<file path="config.mk">
export PLATFORM = sky130hd
export DESIGN_NAME = adcfl_core
export DESIGN_NICKNAME = d
export VERILOG_FILES = /design/src/hw/adcfl_pkg.sv /design/src/hw/adcfl_core.sv
export SDC_FILE = /design/constraint.sdc
export NUM_CORES = 1
export LEC_CHECK = 0
export BUFFER_PORTS_ARGS = -buffer_cell sky130_fd_sc_hd__buf_2
export CAP_MARGIN = 25
export CORE_MARGIN = 2
export CORE_UTILIZATION = 55
export CTS_CLUSTER_DIAMETER = 40
export DETAILED_ROUTE_END_ITERATION = 10
export GPL_ROUTABILITY_DRIVEN = 1
export GPL_TIMING_DRIVEN = 1
export PLACE_DENSITY = 0.73
export SYNTH_ARGS = -nofsm -noshare
export SYNTH_HDL_FRONTEND = slang
export SYNTH_SLANG_ARGS = --single-unit
</file>
<file path="constraint.sdc">
create_clock -name sys_clk_i -period 2.9 [get_ports sys_clk_i]
set_clock_uncertainty 0.15 [all_clocks]
set_input_delay 0.435 -clock sys_clk_i [delete_from_list [all_inputs] [get_ports sys_clk_i]]
set_output_delay 0.435 -clock sys_clk_i [all_outputs]
set_load 0.005 [all_outputs]
</file>
<file path="src/hw/adcfl_pkg.sv">
package adcfl_pkg;

	// Converted word and conversion pipeline
	localparam int WORD_W   = 12;
	localparam int PIPE_LAT = 10;
	localparam int FRAC_W   = 2;

	// Pin synchroniser lanes
	localparam int SYNC_N    = 3;
	localparam int SYNC_FMT  = 0;
	localparam int SYNC_FLT  = 1;
	localparam int SYNC_SPUR = 2;

	// Sample-rate floor
	localparam int CLK_PERIOD_NS  = 20;
	localparam int MIN_RATE_MSPS  = 10;
	localparam int MIN_PERIOD_NS  = 1000 / MIN_RATE_MSPS;
	localparam int MAX_GAP_CYC    = MIN_PERIOD_NS / CLK_PERIOD_NS;
	localparam int GAP_W          = 8;

	// Threshold sequence generator
	localparam int               LFSR_W    = 16;
	localparam logic [LFSR_W-1:0] LFSR_SEED = 16'hace1;
	localparam logic [LFSR_W-1:0] LFSR_TAPS = 16'hb400;

	// Characteristic output codes
	localparam logic [WORD_W-1:0] CODE_POS_FS_OB = 12'hfff;
	localparam logic [WORD_W-1:0] CODE_ZERO_OB   = 12'h800;
	localparam logic [WORD_W-1:0] CODE_NEG_FS_OB = 12'h000;
	localparam logic [WORD_W-1:0] CODE_POS_FS_TC = 12'h7ff;
	localparam logic [WORD_W-1:0] CODE_ZERO_TC   = 12'h000;
	localparam logic [WORD_W-1:0] CODE_NEG_FS_TC = 12'h800;

	typedef enum logic
	{
		ADCFL_FMT_TC = 1'b0,
		ADCFL_FMT_OB = 1'b1
	} adcfl_fmt_e;

	typedef struct packed
	{
		logic              vld;
		logic [WORD_W-1:0] code;
	} adcfl_stage_s;

endpackage

</file>
<file path="src/hw/adcfl_core.sv">
`timescale 1ns/1ps

module adcfl_core #(
	parameter int LATENCY = adcfl_pkg::PIPE_LAT,
	parameter int FRAC_W  = adcfl_pkg::FRAC_W
) (
	input  wire logic                          sys_clk_i,               // Sample clock
	input  wire logic                          resetn_i,                // Async reset, low
	input  wire logic [adcfl_pkg::WORD_W+FRAC_W-1:0] raw_code_i,        // Fine quantiser code
	input  wire logic                          sample_valid_i,          // Fine code present
	output logic                               sample_ready_o,          // Pipeline can take
	input  wire logic                          output_format_select_i,  // Format pin
	input  wire logic                          output_format_float_i,   // Format pin open
	input  wire logic                          spur_reduction_select_i, // Spur pin
	output logic [adcfl_pkg::WORD_W-1:0]       word_o,                  // Output word
	output logic                               valid_o,                 // Word present
	input  wire logic                          ready_i,                 // Receiver takes
	output logic                               rate_ok_o                // Sample gap in limit
);

	localparam int W  = adcfl_pkg::WORD_W;
	localparam int FW = W + FRAC_W;
	localparam logic [FRAC_W-1:0] DITHER_MID = FRAC_W'(1) << (FRAC_W - 1);
	localparam logic [FW-1:0]     ZERO_FINE  = FW'(1) << (FW - 1);
	localparam logic [adcfl_pkg::GAP_W-1:0] MAX_GAP =
		adcfl_pkg::GAP_W'(adcfl_pkg::MAX_GAP_CYC);

	if (LATENCY < 2 || FRAC_W < 1 || FRAC_W > adcfl_pkg::LFSR_W)
	begin : g_bad_param
		$error("adcfl_core: LATENCY or FRAC_W out of range");
	end

	function automatic logic [W-1:0] fmt_code(input logic [W-1:0] c, input logic ob);
		fmt_code = ob ? c : {~c[W-1], c[W-2:0]};
	endfunction

	logic [adcfl_pkg::SYNC_N-1:0] pin_raw;
	logic [adcfl_pkg::SYNC_N-1:0] sync1;
	logic [adcfl_pkg::SYNC_N-1:0] sync2;
	adcfl_pkg::adcfl_fmt_e        fmt_q;
	logic                         spur_q;
	logic [adcfl_pkg::LFSR_W-1:0] lfsr;
	logic [FRAC_W-1:0]            dither;
	logic [FW:0]                  sum;
	logic [W-1:0]                 q_now;
	adcfl_pkg::adcfl_stage_s      stage [LATENCY];
	logic [W-1:0]                 last_code;
	logic [W-1:0]                 last_fmt;
	logic                         adv;
	logic                         take;
	logic                         ld;
	logic                         mfree;
	logic                         skid_vld;
	logic [W-1:0]                 skid;
	logic [adcfl_pkg::GAP_W-1:0]  gap;

	assign pin_raw[adcfl_pkg::SYNC_FMT]  = output_format_select_i;
	assign pin_raw[adcfl_pkg::SYNC_FLT]  = output_format_float_i;
	assign pin_raw[adcfl_pkg::SYNC_SPUR] = spur_reduction_select_i;

	// Pins are static straps but still cross in asynchronously
	always_ff @(posedge sys_clk_i or negedge resetn_i)
	begin
		if (!resetn_i)
		begin
			sync1 <= '0;
			sync2 <= '0;
		end
		else
		begin
			sync1 <= pin_raw;
			sync2 <= sync1;
		end
	end

	always_ff @(posedge sys_clk_i or negedge resetn_i)
	begin
		if (!resetn_i)
		begin
			fmt_q  <= adcfl_pkg::ADCFL_FMT_TC;
			spur_q <= 1'b0;
		end
		else
		begin
			// Open pin wins over whatever level it happens to show
			if (sync2[adcfl_pkg::SYNC_FLT])
				fmt_q <= adcfl_pkg::ADCFL_FMT_TC;
			else if (sync2[adcfl_pkg::SYNC_FMT])
				fmt_q <= adcfl_pkg::ADCFL_FMT_OB;
			else
				fmt_q <= adcfl_pkg::ADCFL_FMT_TC;
			spur_q <= sync2[adcfl_pkg::SYNC_SPUR];
		end
	end

	// Threshold sequence only runs while spur reduction is on
	always_ff @(posedge sys_clk_i or negedge resetn_i)
	begin
		if (!resetn_i)
			lfsr <= adcfl_pkg::LFSR_SEED;
		else if (spur_q)
			lfsr <= {lfsr[adcfl_pkg::LFSR_W-2:0], ^(lfsr & adcfl_pkg::LFSR_TAPS)};
	end

	// Mid offset rounds to nearest; random offset moves each threshold
	assign dither = spur_q ? lfsr[FRAC_W-1:0] : DITHER_MID;

	assign sum   = {1'b0, raw_code_i} + {{(W + 1){1'b0}}, dither};
	assign q_now = sum[FW] ? adcfl_pkg::CODE_POS_FS_OB : sum[FW-1:FRAC_W];

	// Whole pipeline stalls together so latency stays fixed in flow
	assign adv            = ~skid_vld | ~stage[LATENCY-1].vld;
	assign take           = sample_valid_i & adv;
	assign sample_ready_o = adv;

	// Head stage split out so no stage ever indexes below zero
	for (genvar k = 0; k < LATENCY; k++)
	begin : g_stage
		if (k == 0)
		begin : g_head
			always_ff @(posedge sys_clk_i or negedge resetn_i)
			begin
				if (!resetn_i)
					stage[k] <= '0;
				else if (adv)
					stage[k] <= '{vld: sample_valid_i, code: q_now};
			end
		end
		else
		begin : g_tail
			always_ff @(posedge sys_clk_i or negedge resetn_i)
			begin
				if (!resetn_i)
					stage[k] <= '0;
				else if (adv)
					stage[k] <= stage[k-1];
			end
		end
	end

	// Coding is applied as the word leaves, so a format change shows first
	// on words already in flight; the receiver must drop those.
	assign last_code = stage[LATENCY-1].code;
	assign last_fmt  = fmt_code(last_code, fmt_q == adcfl_pkg::ADCFL_FMT_OB);
	assign mfree     = ~valid_o | ready_i;
	assign ld        = stage[LATENCY-1].vld & ~skid_vld;

	always_ff @(posedge sys_clk_i or negedge resetn_i)
	begin
		if (!resetn_i)
		begin
			valid_o <= 1'b0;
			word_o  <= '0;
		end
		else if (mfree)
		begin
			valid_o <= skid_vld | ld;
			if (skid_vld)
				word_o <= skid;
			else if (ld)
				word_o <= last_fmt;
		end
	end

	// Second entry catches the word that was in flight when ready fell
	always_ff @(posedge sys_clk_i or negedge resetn_i)
	begin
		if (!resetn_i)
		begin
			skid_vld <= 1'b0;
			skid     <= '0;
		end
		else if (mfree)
			skid_vld <= 1'b0;
		else if (ld)
		begin
			skid_vld <= 1'b1;
			skid     <= last_fmt;
		end
	end

	// Informative only: the block cannot enforce the clock supplier's rate
	always_ff @(posedge sys_clk_i or negedge resetn_i)
	begin
		if (!resetn_i)
		begin
			gap       <= '0;
			rate_ok_o <= 1'b0;
		end
		else if (take)
		begin
			gap       <= '0;
			rate_ok_o <= gap < MAX_GAP;
		end
		else if (gap != '1)
			gap <= gap + 1'b1;
	end
endmodule

</file>
==> results.md <==
* Leak at 4.198 nW
* Final setup violating endpoints at 0
* CTS Root Cell: clkbuf_16
* Hold slack at 193.3 ps
* Max FO, Critical Path at 10
* Leading area contributor after synthesis: dfrtp_1
* # IOs at 36
* Status: finished clean
* CORE AREA at 0.01330 mm²
* 1st-pass router iterations at 5
* Die Wd at 120.8 µm
* Sw Ratio at 0.3112
* Setup Fix Bufs, Post-CTS at 0
* CTS buffer count at 17
* First-pass GRT wire length at 22070 µm
* H-tree levels at 4
* Ys Warns at 0
* Final hold vios at 0
* FFs w/ async S/R, synth at 1.000
* Max-slew headroom at 0.5319
* Post-Route WL at 12260 µm
* Congestion Overflow GR at 0
* Mapped Avg Cell Area at 9.852 µm²
* Highest clock rate at 0.4479 GHz
* Routability cong. at 0.7752
* Worst min path class: primary input to flop
* Die Y-Extent at 120.8 µm
* Most common cell in the netlist: nand2_1
* Worst path required time at 3030 ps
* WL/cell at 12.48 µm
* Worst-Skew Late Latency at 420 ps
* Worst path max stage delay at 590 ps
* 1st-iter DRT viols at 234
* Vias per cell at 5.067
* Tcrit/Tclk final at 0.7699
* CTS tree: built
* Cells after synthesis at 761
* Gate power share at 0.237
* Worst Tran Pin Value at 702.1 ps
* Crit end category: flop
* Total GRT Usage at 0.1896
* Clock transition at the registers of the reported paths at 60 ps
* Worst path bufs/invs at 0
* Clock power frac at 0.263
* R2r setup slk at 670 ps
* RSZ-0062 raised after global routing: no
* Max-slew violations at 0
* Net switching power at 2.797 mW
* Worst Setup Start Kind: flop
* Post-synthesis net count at 785
* Sink Count at 189
* Deepest clock path buffer count at 2
* Routed Antenna Nets at 0
* Kind of cell adding the most delay to the critical path: simple AND/OR/NAND/NOR gates
* Nets at 817
* Initial Util at 0.5639
* Setup TNS at 0 ps
* Setup CP Type: flop to flop
* Sequential fraction of the synthesis area at 0.6322
* CP Cell Sequence: nand2b_1 > ha_1 > a41oi_4 > nor4_1 > and3_1 > o31ai_1
* DP Area at 0.007866 mm²
* Flop pwr share at 0.500
* Synthesized cell area at 0.007497 mm²
* Antenna violations before repair at 0
* VDD IR max at 0.4983 mV
* Vias at 4976
* Dominant synthesized flop cell: dfrtp_1
* Post-route total power at 8.989 mW
* Slowest CP cell: nor4_1
* Share of the synthesized area in the top cell type at 0.6041
* Top cells by area, synth: dfrtp_1 (60%), nand2_1 (18%), mux2_2 (3.9%), dfstp_2 (2.8%), mux2i_1 (1.9%)
* Synth Register Bits at 189
* Final Critical Period at 2233 ps
* Most frequent cells after synthesis: nand2_1 (366), dfrtp_1 (181), nor2_1 (35), mux2_2 (26), a21oi_1 (24)
* DP HPWL at 7688 µm
* P&R area growth vs syn at 13.67%
* Place WS at 676.1 ps
* Layout cells sized above 1 at 0.1452
* EDFF count, synth at 0
* Ant diodes at 0
* Port bufs at 35
* Final WS setup at 667.2 ps
* Critical path arrival at 2370 ps
* Post-route DRC at 0
* Die Area at 0.01458 mm²
* Power per cell area at 1055 mW/mm²
* Row count at 42
* Post-route design area at 0.008522 mm²
* Number of global-route vias before repair at 5103
* Int Pwr at 6.192 mW
* Max Cap Violations at 0
* Synth cell types at 38
* Largest net degree at the start of global routing at 124
==> timing repair <==
| action | CTS | global route |
|---|---|---|
| endpoints found under the hold margin | 72 | 0 |
| hold buffers | 4 | 0 |
| gates resized for setup | 0 | 0 |
==> path summary, 6_finish.rpt <==
path,startpoint,to,depth (start not counted)
worst max register to register,lfsr[1],stage[126],6
worst min register to register,sync1[0],sync2[0],0
worst min-delay path,sample_valid_i,stage[129],3
min in group asynchronous,resetn_i,word_o[10],2
max in group asynchronous,resetn_i,stage[77],3
worst max-delay path,lfsr[1],stage[126],6
==> power by group through the flow <==
stage	registers (mW)	logic, mW	clock network [mW]
2_1_floorplan	4.37	1.65	0
5_1_grt	4.65	2.48	2.54
4_1_cts	4.50	2.19	2.43
3_3_place_gp	4.46	2.04	0
6_report	4.49	2.13	2.37
3_5_place_dp	4.53	2.16	0
==> sequential cells by signal, summed over array words and instances, names as in the netlist <==
register / cells
last_code: 12
skid: 12
rate_ok_o: 1
stage: 118
sync2: 3
fmt_q: 1
spur_q: 1
sync1: 3
lfsr: 16
valid_o: 1
word_o: 12
skid_vld: 1
gap: 8
==> routing by layer <==
layer / vias to the layer above / track usage / part of all wire
li1: 2480 / - / -
met1: 2419 / 0.2326 / 0.45
met2: 60 / 0.3270 / 0.51
met3: 17 / 0.04387 / 0.030
met4: 0 / 0.07267 / 0.015
met5: - / 0 / 0
==> area by class of cell <==
cell class	count	area (µm²)
sequential	189	4740
clock inverter	13	162.7
timing repair buffer	48	339.1
tap	176	220.2
inverter	4	16.27
clock buffer	19	452.9
fill	1053	4773
multi-input combinational	533	2591
==> through the flow <==
step	instances	utilization
6_report	982	0.6410
5_1_grt	982	0.6410
4_1_cts	982	0.6410
3_5_place_dp	946	0.5917
3_3_place_gp	946	0.5917
2_1_floorplan	761	-
==> worst min-delay path: stages <==
cell and delay [ps]:
buf_2 90, nand2_1 120, nand2_1 90
==> kinds of logic after synthesis <==
logic type      count (synthesis)  synth area share
fa+ha+maj                       3          0.005007
mux                            40           0.05774
simple gates                  437            0.2330
xor+xnor                       13           0.01519
buf+inv                        39           0.02253
compound gates                 40           0.03438
flops                         189            0.6322
==> cell usage in the layout, fill, tap and decap left out, types with 2 or more instances in the layout <==
cell type	Yosys	final
buf_4	0	5
o31ai_1	2	2
nand2b_1	3	3
clkbuf_16	0	17
clkbuf_8	0	2
nor2b_1	3	3
mux2_2	26	26
inv_6	0	2
o21a_1	3	3
nand4_1	2	2
nand3_1	5	5
xnor2_1	11	11
buf_12	0	4
clkinvlp_4	0	3
ha_1	3	3
and3_1	4	4
clkinv_2	0	4
and2_1	3	2
clkinv_4	0	2
bufinv_16	0	3
dfstp_2	8	8
a31oi_1	4	4
dfrtp_1	181	181
nor3b_1	4	4
inv_1	3	3
dlygate4sd3_1	0	4
xor2_1	2	2
a21oi_1	24	24
nor2_1	35	35
nor3_1	5	5
buf_2	12	34
mux2i_1	14	14
nand2_1	366	366
o21ai_0	3	3
nor4_1	2	2
No activity file was read; power rests on OpenSTA's default activity.
